<file path="src/design/rtcc_pkg.sv">
package rtcc_pkg;
  // ==========================================
  // second timebase
  localparam int unsigned TICK_W = 10;
  localparam logic [9:0] TICKS_NOMINAL = 10'h200;
  localparam logic [9:0] TICKS_SHORT = 10'h1FF;
  localparam logic [9:0] TICKS_LONG = 10'h201;
  localparam logic [9:0] TICK_ONE = 10'h001;
  localparam logic [5:0] SEC_LAST = 6'h3B;
  localparam logic [3:0] SPEED_PHASE_MASK = 4'h7;
  localparam logic [3:0] SLOW_PHASE_MASK = 4'hF;
  // ==========================================
  // register indices and byte addresses
  localparam logic [7:0] CALIB_IDX = 8'h07;
  localparam logic [7:0] AUDIO_IDX = 8'h08;
  localparam logic [7:0] CTRL2_IDX = 8'h09;
  localparam logic [7:0] CALIB_ADDR = CALIB_IDX << 2;
  localparam logic [7:0] AUDIO_ADDR = AUDIO_IDX << 2;
  localparam logic [7:0] CTRL2_ADDR = CTRL2_IDX << 2;
  localparam logic [7:0] STATUS_ADDR = 8'h28;
  // ==========================================
  // field positions
  localparam int unsigned OUT_BIT = 7;
  localparam int unsigned FREQ_TEST_BIT = 6;
  localparam int unsigned SIGN_BIT = 5;
  localparam int unsigned MAG_LSB = 0;
  localparam int unsigned MAG_W = 5;
  localparam int unsigned SW2_BIT = 5;
  localparam int unsigned BYPASS_BIT = 6;
  localparam int unsigned UNLOCK_LSB = 0;
  localparam int unsigned UNLOCK_W = 4;
  localparam int unsigned STAT_SEC_LSB = 0;
  localparam int unsigned STAT_MIN_LSB = 8;
  localparam int unsigned STAT_SW1_BIT = 16;
  localparam int unsigned STAT_SW2_BIT = 17;
  localparam int unsigned STAT_BYP_BIT = 18;
  localparam int unsigned STAT_BACKUP_BIT = 19;
  // ==========================================
  // reset and key values
  localparam logic [3:0] UNLOCK_DEFAULT = 4'hA;
  localparam logic [3:0] UNLOCK_OPEN_CODE = 4'h5;
  localparam logic [1:0] RESP_OKAY = 2'h0;
  localparam logic [1:0] RESP_SLVERR = 2'h2;
  typedef enum logic [2:0] {SEL_NONE, SEL_CALIB, SEL_AUDIO, SEL_CTRL2, SEL_STATUS} rtcc_sel_e;
  // ==========================================
  // address decode
  function automatic rtcc_sel_e rtcc_decode(input logic [7:0] a);
    rtcc_sel_e s;
    s = SEL_NONE;
    if (a == CALIB_ADDR)
      s = SEL_CALIB;
    else if (a == AUDIO_ADDR)
      s = SEL_AUDIO;
    else if (a == CTRL2_ADDR)
      s = SEL_CTRL2;
    else if (a == STATUS_ADDR)
      s = SEL_STATUS;
    return s;
  endfunction
endpackage

</file>
<file path="src/design/rtcc_calib_trickle.sv">
`timescale 1ns/1ns
// What this block does
// [RULE_01] Each second is timed as 512 ticks of the 512 Hz tick, or 511 when short, 513 when long.
// [RULE_02] The correction magnitude sits in bits 4..0 of register 07h and its sign in bit 5.
// [RULE_03] Speeding shortens the first N seconds of one minute in every eight to 511 ticks.
// [RULE_04] Slowing lengthens the first N seconds of one minute in every sixteen to 513 ticks.
// [RULE_05] When speeding, the seven minutes after the corrected one use only 512-tick seconds.
// [RULE_06] When slowing, the fifteen minutes after the corrected one use only 512-tick seconds.
// [RULE_07] Sign 1 means speeding, sign 0 slowing, and a zero magnitude corrects nothing.
// [RULE_08] The frequency test output follows the raw tick and never the corrected seconds.
// [RULE_09] Software enables charging by writing unlock code 5h and setting the second switch bit.
// [RULE_10] The four-bit unlock code sits in bits 3..0 of register 09h.
// [RULE_11] The second switch bit sits in bit 5 of register 08h, apart from the unlock code.
// [RULE_12] The bypass control sits in bit 6 of register 09h and a 1 closes the bypass switch.
// [RULE_13] The bypass switch opens whenever the device runs from the backup supply.
// [RULE_14] On backup both charge switches open too and software must enable them again later.
// [RULE_15] The unlock switch closes only for the code whose four bits all differ from Ah.
// [RULE_16] After power-up the unlock code is Ah and the second switch and bypass bits are 0.
// [RULE_17] The first N seconds of a corrected minute are adjusted, phased by a free minute count.
module rtcc_calib_trickle (
  input wire logic aclk,
  input wire logic aresetn,
  input wire logic [7:0] s_axi_awaddr,
  input wire logic s_axi_awvalid,
  output logic s_axi_awready,
  input wire logic [31:0] s_axi_wdata,
  input wire logic [3:0] s_axi_wstrb,
  input wire logic s_axi_wvalid,
  output logic s_axi_wready,
  output logic [1:0] s_axi_bresp,
  output logic s_axi_bvalid,
  input wire logic s_axi_bready,
  input wire logic [7:0] s_axi_araddr,
  input wire logic s_axi_arvalid,
  output logic s_axi_arready,
  output logic [31:0] s_axi_rdata,
  output logic [1:0] s_axi_rresp,
  output logic s_axi_rvalid,
  input wire logic s_axi_rready,
  input wire logic tick_512hz,
  input wire logic on_backup,
  output logic freq_test_output,
  output logic logic_out,
  output logic second_pulse,
  output logic short_second,
  output logic long_second,
  output logic charge_sw1_close,
  output logic charge_sw2_close,
  output logic bypass_sw_close
);
  logic awready_ff;
  logic wready_ff;
  logic aw_held_ff;
  logic w_held_ff;
  logic [7:0] awaddr_ff;
  logic [31:0] wdata_ff;
  logic [3:0] wstrb_ff;
  logic bvalid_ff;
  logic [1:0] bresp_ff;
  logic arready_ff;
  logic rvalid_ff;
  logic [31:0] rdata_ff;
  logic [1:0] rresp_ff;
  logic do_write;
  logic lane0;
  rtcc_pkg::rtcc_sel_e wsel;
  rtcc_pkg::rtcc_sel_e rsel;
  logic [31:0] nxt_rdata;
  logic out_bit_ff;
  logic freq_test_en_ff;
  logic calib_sign_ff;
  logic [4:0] calib_magnitude_ff;
  logic charge_second_switch_ff;
  logic diode_bypass_enable_ff;
  logic [3:0] charge_unlock_code_ff;
  logic freq_test_output_ff;
  logic sec_pulse;
  logic sec_short;
  logic sec_long;
  logic [5:0] sec_idx;
  logic [3:0] min_cnt;
  logic sw1_close;
  logic sw2_close;
  logic bypass_close;

  assign s_axi_awready = awready_ff;
  assign s_axi_wready = wready_ff;
  assign s_axi_bvalid = bvalid_ff;
  assign s_axi_bresp = bresp_ff;
  assign s_axi_arready = arready_ff;
  assign s_axi_rvalid = rvalid_ff;
  assign s_axi_rdata = rdata_ff;
  assign s_axi_rresp = rresp_ff;
  assign freq_test_output = freq_test_output_ff;
  assign logic_out = out_bit_ff;
  assign second_pulse = sec_pulse;
  assign short_second = sec_short;
  assign long_second = sec_long;
  assign charge_sw1_close = sw1_close;
  assign charge_sw2_close = sw2_close;
  assign bypass_sw_close = bypass_close;

  // ==========================================
  // write address and data capture
  assign do_write = aw_held_ff && w_held_ff && !bvalid_ff;
  assign wsel = rtcc_pkg::rtcc_decode(awaddr_ff);
  assign lane0 = do_write && wstrb_ff[0];

  always_ff @(posedge aclk)
  begin
    if (!aresetn)
    begin
      awready_ff <= 1'b0;
      aw_held_ff <= 1'b0;
      awaddr_ff <= 8'h00;
    end
    else if (s_axi_awvalid && awready_ff)
    begin
      awready_ff <= 1'b0;
      aw_held_ff <= 1'b1;
      awaddr_ff <= s_axi_awaddr;
    end
    else if (do_write)
      aw_held_ff <= 1'b0;
    else if (!aw_held_ff && !bvalid_ff)
      awready_ff <= 1'b1;
  end

  always_ff @(posedge aclk)
  begin
    if (!aresetn)
    begin
      wready_ff <= 1'b0;
      w_held_ff <= 1'b0;
      wdata_ff <= 32'h0000_0000;
      wstrb_ff <= 4'h0;
    end
    else if (s_axi_wvalid && wready_ff)
    begin
      wready_ff <= 1'b0;
      w_held_ff <= 1'b1;
      wdata_ff <= s_axi_wdata;
      wstrb_ff <= s_axi_wstrb;
    end
    else if (do_write)
      w_held_ff <= 1'b0;
    else if (!w_held_ff && !bvalid_ff)
      wready_ff <= 1'b1;
  end

  // ==========================================
  // write response
  always_ff @(posedge aclk)
  begin
    if (!aresetn)
    begin
      bvalid_ff <= 1'b0;
      bresp_ff <= rtcc_pkg::RESP_OKAY;
    end
    else if (do_write)
    begin
      bvalid_ff <= 1'b1;
      bresp_ff <= (wsel == rtcc_pkg::SEL_NONE) ? rtcc_pkg::RESP_SLVERR : rtcc_pkg::RESP_OKAY;
    end
    else if (s_axi_bready)
      bvalid_ff <= 1'b0;
  end

  // ==========================================
  // calibration register
  always_ff @(posedge aclk)
  begin
    if (!aresetn)
    begin
      out_bit_ff <= 1'b1;
      freq_test_en_ff <= 1'b0;
      calib_sign_ff <= 1'b0;
      calib_magnitude_ff <= 5'h00;
    end
    else if (lane0 && wsel == rtcc_pkg::SEL_CALIB)
    begin
      out_bit_ff <= wdata_ff[rtcc_pkg::OUT_BIT];
      freq_test_en_ff <= wdata_ff[rtcc_pkg::FREQ_TEST_BIT];
      calib_sign_ff <= wdata_ff[rtcc_pkg::SIGN_BIT]; // RULE_02
      calib_magnitude_ff <= wdata_ff[rtcc_pkg::MAG_LSB +: rtcc_pkg::MAG_W]; // RULE_02
    end
  end

  // ==========================================
  // charge control fields
  always_ff @(posedge aclk)
  begin
    if (!aresetn || on_backup)
      charge_second_switch_ff <= 1'b0; // RULE_14 RULE_16
    else if (lane0 && wsel == rtcc_pkg::SEL_AUDIO)
      charge_second_switch_ff <= wdata_ff[rtcc_pkg::SW2_BIT]; // RULE_11
  end

  always_ff @(posedge aclk)
  begin
    if (!aresetn || on_backup)
    begin
      diode_bypass_enable_ff <= 1'b0; // RULE_13 RULE_16
      charge_unlock_code_ff <= rtcc_pkg::UNLOCK_DEFAULT; // RULE_14 RULE_16
    end
    else if (lane0 && wsel == rtcc_pkg::SEL_CTRL2)
    begin
      diode_bypass_enable_ff <= wdata_ff[rtcc_pkg::BYPASS_BIT]; // RULE_12
      charge_unlock_code_ff <= wdata_ff[rtcc_pkg::UNLOCK_LSB +: rtcc_pkg::UNLOCK_W]; // RULE_10
    end
  end

  // ==========================================
  // read path
  assign rsel = rtcc_pkg::rtcc_decode(s_axi_araddr);

  always_comb
  begin
    nxt_rdata = 32'h0000_0000;
    case (rsel)
      rtcc_pkg::SEL_CALIB:
      begin
        nxt_rdata[rtcc_pkg::OUT_BIT] = out_bit_ff;
        nxt_rdata[rtcc_pkg::FREQ_TEST_BIT] = freq_test_en_ff;
        nxt_rdata[rtcc_pkg::SIGN_BIT] = calib_sign_ff;
        nxt_rdata[rtcc_pkg::MAG_LSB +: rtcc_pkg::MAG_W] = calib_magnitude_ff;
      end
      rtcc_pkg::SEL_AUDIO:
        nxt_rdata[rtcc_pkg::SW2_BIT] = charge_second_switch_ff;
      rtcc_pkg::SEL_CTRL2:
      begin
        nxt_rdata[rtcc_pkg::BYPASS_BIT] = diode_bypass_enable_ff;
        nxt_rdata[rtcc_pkg::UNLOCK_LSB +: rtcc_pkg::UNLOCK_W] = charge_unlock_code_ff;
      end
      rtcc_pkg::SEL_STATUS:
      begin
        nxt_rdata[rtcc_pkg::STAT_SEC_LSB +: 6] = sec_idx;
        nxt_rdata[rtcc_pkg::STAT_MIN_LSB +: 4] = min_cnt;
        nxt_rdata[rtcc_pkg::STAT_SW1_BIT] = sw1_close;
        nxt_rdata[rtcc_pkg::STAT_SW2_BIT] = sw2_close;
        nxt_rdata[rtcc_pkg::STAT_BYP_BIT] = bypass_close;
        nxt_rdata[rtcc_pkg::STAT_BACKUP_BIT] = on_backup;
      end
      default:
        nxt_rdata = 32'h0000_0000;
    endcase
  end

  always_ff @(posedge aclk)
  begin
    if (!aresetn)
    begin
      arready_ff <= 1'b0;
      rvalid_ff <= 1'b0;
      rdata_ff <= 32'h0000_0000;
      rresp_ff <= rtcc_pkg::RESP_OKAY;
    end
    else if (s_axi_arvalid && arready_ff)
    begin
      arready_ff <= 1'b0;
      rvalid_ff <= 1'b1;
      rdata_ff <= nxt_rdata;
      rresp_ff <= (rsel == rtcc_pkg::SEL_NONE) ? rtcc_pkg::RESP_SLVERR : rtcc_pkg::RESP_OKAY;
    end
    else if (rvalid_ff && s_axi_rready)
      rvalid_ff <= 1'b0;
    else if (!rvalid_ff)
      arready_ff <= 1'b1;
  end

  // ==========================================
  // frequency test from the raw tick
  always_ff @(posedge aclk)
  begin
    if (!aresetn)
      freq_test_output_ff <= 1'b0;
    else
      freq_test_output_ff <= freq_test_en_ff && tick_512hz; // RULE_08
  end

  // ==========================================
  // timebase and charge switches
  rtcc_sec_timebase u_timebase (
    .aclk(aclk),
    .aresetn(aresetn),
    .tick_512hz(tick_512hz),
    .calib_sign(calib_sign_ff),
    .calib_magnitude(calib_magnitude_ff),
    .sec_pulse_ff(sec_pulse),
    .sec_short_ff(sec_short),
    .sec_long_ff(sec_long),
    .sec_idx_ff(sec_idx),
    .min_cnt_ff(min_cnt)
  );

  rtcc_charge_sw u_charge (
    .aclk(aclk),
    .aresetn(aresetn),
    .charge_unlock_code(charge_unlock_code_ff),
    .charge_second_switch(charge_second_switch_ff),
    .diode_bypass_enable(diode_bypass_enable_ff),
    .on_backup(on_backup),
    .sw1_close_ff(sw1_close),
    .sw2_close_ff(sw2_close),
    .bypass_close_ff(bypass_close)
  );
endmodule // rtcc_calib_trickle

</file>
<file path="src/design/rtcc_sec_timebase.sv">
`timescale 1ns/1ns
module rtcc_sec_timebase (
  input wire logic aclk,
  input wire logic aresetn,
  input wire logic tick_512hz,
  input wire logic calib_sign,
  input wire logic [4:0] calib_magnitude,
  output logic sec_pulse_ff,
  output logic sec_short_ff,
  output logic sec_long_ff,
  output logic [5:0] sec_idx_ff,
  output logic [3:0] min_cnt_ff
);
  logic [9:0] tick_cnt_ff;
  logic [9:0] gap_cnt_ff;
  logic [9:0] len;
  logic cur_short;
  logic cur_long;
  logic in_first_n;
  logic end_sec;

  // ==========================================
  // second length selection
  always_comb
  begin
    in_first_n = (calib_magnitude != 5'h00) && (sec_idx_ff < {1'b0, calib_magnitude}); // RULE_17
    cur_short = calib_sign && in_first_n
      && ((min_cnt_ff & rtcc_pkg::SPEED_PHASE_MASK) == 4'h0); // RULE_03
    cur_long = !calib_sign && in_first_n
      && ((min_cnt_ff & rtcc_pkg::SLOW_PHASE_MASK) == 4'h0); // RULE_04
    if (cur_short)
      len = rtcc_pkg::TICKS_SHORT; // RULE_07
    else if (cur_long)
      len = rtcc_pkg::TICKS_LONG;
    else
      len = rtcc_pkg::TICKS_NOMINAL; // RULE_05 RULE_06
    end_sec = tick_512hz && (tick_cnt_ff >= len - rtcc_pkg::TICK_ONE); // RULE_01
  end

  // ==========================================
  // tick counter
  always_ff @(posedge aclk)
  begin
    if (!aresetn)
      tick_cnt_ff <= 10'h000;
    else if (end_sec)
      tick_cnt_ff <= 10'h000;
    else if (tick_512hz)
      tick_cnt_ff <= tick_cnt_ff + rtcc_pkg::TICK_ONE;
  end

  // ==========================================
  // seconds and free-running minutes
  always_ff @(posedge aclk)
  begin
    if (!aresetn)
    begin
      sec_idx_ff <= 6'h00;
      min_cnt_ff <= 4'h0;
    end
    else if (end_sec)
    begin
      if (sec_idx_ff == rtcc_pkg::SEC_LAST)
      begin
        sec_idx_ff <= 6'h00;
        min_cnt_ff <= min_cnt_ff + 4'h1; // RULE_17
      end
      else
        sec_idx_ff <= sec_idx_ff + 6'h01;
    end
  end

  always_ff @(posedge aclk)
  begin
    if (!aresetn)
    begin
      sec_pulse_ff <= 1'b0;
      sec_short_ff <= 1'b0;
      sec_long_ff <= 1'b0;
    end
    else
    begin
      sec_pulse_ff <= end_sec;
      sec_short_ff <= end_sec && cur_short;
      sec_long_ff <= end_sec && cur_long;
    end
  end

  // ==========================================
  // checks
  always_ff @(posedge aclk)
  begin
    if (!aresetn || end_sec)
      gap_cnt_ff <= 10'h000;
    else if (tick_512hz)
      gap_cnt_ff <= gap_cnt_ff + rtcc_pkg::TICK_ONE;
  end
endmodule // rtcc_sec_timebase

</file>
<file path="src/design/rtcc_charge_sw.sv">
`timescale 1ns/1ns
module rtcc_charge_sw (
  input wire logic aclk,
  input wire logic aresetn,
  input wire logic [3:0] charge_unlock_code,
  input wire logic charge_second_switch,
  input wire logic diode_bypass_enable,
  input wire logic on_backup,
  output logic sw1_close_ff,
  output logic sw2_close_ff,
  output logic bypass_close_ff
);
  // ==========================================
  // switch drive
  always_ff @(posedge aclk)
  begin
    if (!aresetn)
    begin
      sw1_close_ff <= 1'b0;
      sw2_close_ff <= 1'b0;
      bypass_close_ff <= 1'b0;
    end
    else
    begin
      sw1_close_ff <= !on_backup && (charge_unlock_code == rtcc_pkg::UNLOCK_OPEN_CODE); // RULE_15
      sw2_close_ff <= !on_backup && charge_second_switch; // RULE_14
      bypass_close_ff <= !on_backup && diode_bypass_enable; // RULE_12 RULE_13
    end
  end
endmodule // rtcc_charge_sw

</file>
<file path="config.mk">
export PLATFORM = sky130hd
export DESIGN_NAME = rtcc_calib_trickle
export DESIGN_NICKNAME = d
export VERILOG_FILES = /design/src/design/rtcc_pkg.sv /design/src/design/rtcc_calib_trickle.sv /design/src/design/rtcc_sec_timebase.sv /design/src/design/rtcc_charge_sw.sv
export SDC_FILE = /design/constraint.sdc
export NUM_CORES = 1
export LEC_CHECK = 0
export BUFFER_PORTS_ARGS = -buffer_cell sky130_fd_sc_hd__buf_2
export CELL_PAD_IN_SITES_DETAIL_PLACEMENT = 1
export CELL_PAD_IN_SITES_GLOBAL_PLACEMENT = 2
export CORE_AREA = 2 2 116 118
export DETAILED_ROUTE_END_ITERATION = 6
export DIE_AREA = 0 0 118 120
export GPL_TIMING_DRIVEN = 0
export PLACE_DENSITY_LB_ADDON = 0.1
export SLEW_MARGIN = 20
export SYNTH_ARGS = -nofsm -noshare
export SYNTH_HDL_FRONTEND = slang
export SYNTH_SLANG_ARGS = --single-unit
</file>
<file path="constraint.sdc">
create_clock -name aclk -period 3.9 [get_ports aclk]
set_input_delay 0.585 -clock aclk [delete_from_list [all_inputs] [get_ports aclk]]
set_output_delay 0.585 -clock aclk [all_outputs]
set_load 0.03 [all_outputs]
</file>
==> impl_metrics.ini <==
[outcome]
status = completed

[placed_design]
place_hpwl_um = 8330
pre_cts_ws_ns = -0.174
place.gp.congestion = 0.749
placed_cells = 703
numPortBuffers = 62

[synthesis]
synthCells = 448
synth-seq-cells = 83
syn_area_per_cell_sq_um = 8.51
synth.distinct_cells = 48
netlist_area_sq_mm = 0.00381
synth_edf_count = 0
ys_warn_count = 0
yosysSeqAreaShare = 0.436
ys.flop_type = dfxtp_1
async_flop_share = 0

[power_and_ir_drop]
total_power_mw = 1.92
p_sw_frac = 0.252
p_int_mw = 1.44
ir_worst_vdd_mv = 0.140
clkPwrFrac = 0.445
seq_power_share = 0.464
p_sw_mw = 0.484
p_leak_nw = 1.99
combPwrFrac = 0.091
powerDensity_mw_per_mm2 = 405

[final_layout]
final_common_cell = dfxtp_1
stdcell_count = 721
synthToLayoutAreaGrowth_pct = 24.5
layout_common_cells = dfxtp_1 (83), buf_2 (65), nand2_1 (64)
nets = 620
drive_gt1_frac = 0.202
antenna_cells = 0

[drt]
dr.first_iter.drc_count = 114
wl_um = 10900
ant_nets = 0
drc_errors = 0
vias_per_cell = 4.68
wl_per_cell_um = 15.1
vias = 3373
firstDrtPassIters = 4

[worst_setup_path]
worstSetupStartpoint = calib_magnitude_ff[1]
worst_ep_required_time_ns = 4.17
r2r_cells = 15
crit_cells = 15
worst-path-buf-inv = 3
r2r_slack_ns = 0.35
path_delay_family = simple AND/OR/NAND/NOR gates
path_cells = inv_1 -> ha_1 -> a21o_1 -> a211o_1 -> a21oi_2 -> nor3b_4 -> buf_4 -> inv_1 -> ha_1 -> nand4_1 -> a211oi_1 -> or3_1 -> o21ai_2 -> or4_1 -> a21oi_1
slowest_delay_ns = 0.51
end_kind = register
critical_path_class = reg2reg
critPathLaunchType = register
cp_max_fo = 4
critPathCapture = u_timebase.min_cnt_ff[3]
r2r-start = calib_magnitude_ff[1]
r2r_end = u_timebase.min_cnt_ff[3]
arrival_ns = 3.82
cp_slowest_cell = or4_1

[timing]
relSlewSlack = 0.445
fin_crit_sh = 0.911
maxSlewViolCount = 0
final-setup-viol-count = 0
finalHoldViolations = 0
period_needed_ns = 3.55
rsz0062_at_grt = true
finalClockSkew_ns = 0.0105
worst_slack_ns = 0.347
max_clock_freq_mhz = 281
worst_pin_slew_ns = 0.826

[global_route]
grt_max_degree = 14
use_met3 = 0.0375
grt_use_met2 = 0.257
grt_antenna_before_repair = 0
grtUsageTotal = 0.161
grt_overflow = 0
grt_most_used_layer = met2
grt_pass1_wl_um = 17800
use_met1 = 0.211
grt_pass1_vias = 3356

[die]
die_area_sq_mm = 0.0142
initial_utilization = 0.294
die_h_um = 120
core_area_sq_mm = 0.0130
io_pins = 110
die_x_um = 118
rows = 42

[worst_hold_path]
hold_path_depth = 2
worstHoldPathType = reg2reg

[clock_network]
clockRootBuffer = clkbuf_16
clk_pin_slew_ns = 0.06
cts_tree = yes
numClockSinks = 83
cts_made_buffers = 9
clockBufferDepth = 2
clk_latency_ns = 0.35
htreeDepth = 3

[job]
cap_violations = 0
-- synthesized netlist by cell type (2+ instances only) --
cell type | count | share of area
a211oi_1 | 3 | 0.0059
a21oi_1 | 46 | 0.060
a221oi_1 | 7 | 0.016
and2_1 | 6 | 0.0098
and3_1 | 6 | 0.0098
buf_1 | 4 | 0.0039
buf_2 | 3 | 0.0039
buf_4 | 19 | 0.037
clkbuf_1 | 10 | 0.0098
dfxtp_1 | 83 | 0.44
ha_1 | 18 | 0.059
inv_1 | 17 | 0.017
mux2i_1 | 16 | 0.042
nand2_1 | 64 | 0.063
nand2b_1 | 4 | 0.0066
nand3_1 | 23 | 0.030
nand3b_1 | 5 | 0.0098
nand4_1 | 9 | 0.015
nor2_1 | 38 | 0.037
nor2b_1 | 4 | 0.0066
nor3_1 | 5 | 0.0066
nor3b_2 | 2 | 0.0066
nor4_1 | 2 | 0.0033
o21a_1 | 2 | 0.0039
o21ai_0 | 17 | 0.022
o31ai_1 | 2 | 0.0039
or3_1 | 2 | 0.0033
or4_1 | 3 | 0.0059
xor2_1 | 9 | 0.021
-- flip-flops by register name (all words and copies together) (netlist names), 4 cells and up --
register                cells
u_timebase.min_cnt_ff       4
u_timebase.sec_idx_ff       6
s_axi_rdata                16
u_timebase.tick_cnt_ff     10
awaddr_ff                   8
charge_unlock_code_ff       4
calib_magnitude_ff          5
wdata_ff                    8
-- power by group through the flow --
stage / registers [mW] / clock network [mW] / logic, mW
3_5_place_dp: 0.913 / 0 / 0.177
2_1_floorplan: 0.925 / 0 / 0.104
4_1_cts: 0.894 / 0.884 / 0.177
3_3_place_gp: 0.912 / 0 / 0.175
5_1_grt: 0.897 / 0.924 / 0.195
6_report: 0.893 / 0.856 / 0.175
-- worst register-to-register path, stage by stage (launching register included) --
cell and delay (ns):
dfxtp_1 0.38, inv_1 0.08, ha_1 0.29, a21o_1 0.15
a211o_1 0.30, a21oi_2 0.19, nor3b_4 0.26, buf_4 0.16
inv_1 0.04, ha_1 0.27, nand4_1 0.15, a211oi_1 0.26
or3_1 0.22, o21ai_2 0.10, or4_1 0.51, a21oi_1 0.14
-- cell type report --
class,instances,area [sq um]
Clock inverter,4,51.3
Inverter,17,63.8
Clock buffer,11,243
Fill cell,1568,8230
Sequential cell,83,1660
Timing Repair Buffer,65,333
Tap cell,176,220
Multi-Input combinational cell,329,1970
Buffer,36,210
-- logic make-up (layout without fill, tap and decap cells) --
logic type | Yosys count | after routing | synth area share
flops | 83 | 83 | 0.436
mux | 16 | 16 | 0.0420
buf+inv | 53 | 133 | 0.0719
simple gates | 182 | 182 | 0.238
fa+ha+maj | 18 | 18 | 0.0591
compound gates | 85 | 85 | 0.130
other cells | 1 | 18 | 0.000984
xor+xnor | 10 | 10 | 0.0230
-- routing by layer --
| metal | vias to the layer above | wire length (um) |
|---|---|---|
| li1 | 1716 | - |
| met3 | 13 | 423 |
| met1 | 1581 | 5440 |
| met4 | 0 | 179 |
| met5 | - | 0 |
| met2 | 63 | 4850 |
-- stage by stage --
stage	util	hold slack, ns	area (sq um)	TNS, ns
finish	0.366	0.448	4750	0
global route	0.366	0.465	4750	-0.00468
CTS	0.364	0.454	4730	0
detailed placement	0.340	0.445	4410	-2.28
global placement	0.340	0.442	4410	-1.20
floorplan	-	0.436	3880	0
-- what timing repair did --
item | CTS | global route
endpoints found under the setup margin | 21 | 20
hold buffers | 0 | 0
resized for setup | 1 | 4
gates cloned | 0 | 0
setup buffers | 3 | 0
-- worst min path at each step --
stage / slack (ns) / from / end
detailed placement: 0.45 / s_axi_rdata[11] / s_axi_rdata[11]
floorplan: 0.44 / wdata_ff[4] / wdata_ff[4]
global route: 0.47 / s_axi_rdata[16] / s_axi_rdata[16]
finish: 0.45 / s_axi_rdata[11] / s_axi_rdata[11]
global placement: 0.44 / s_axi_rdata[16] / s_axi_rdata[16]
CTS: 0.45 / s_axi_rdata[11] / s_axi_rdata[11]
(Power assumes the default switching activity.)
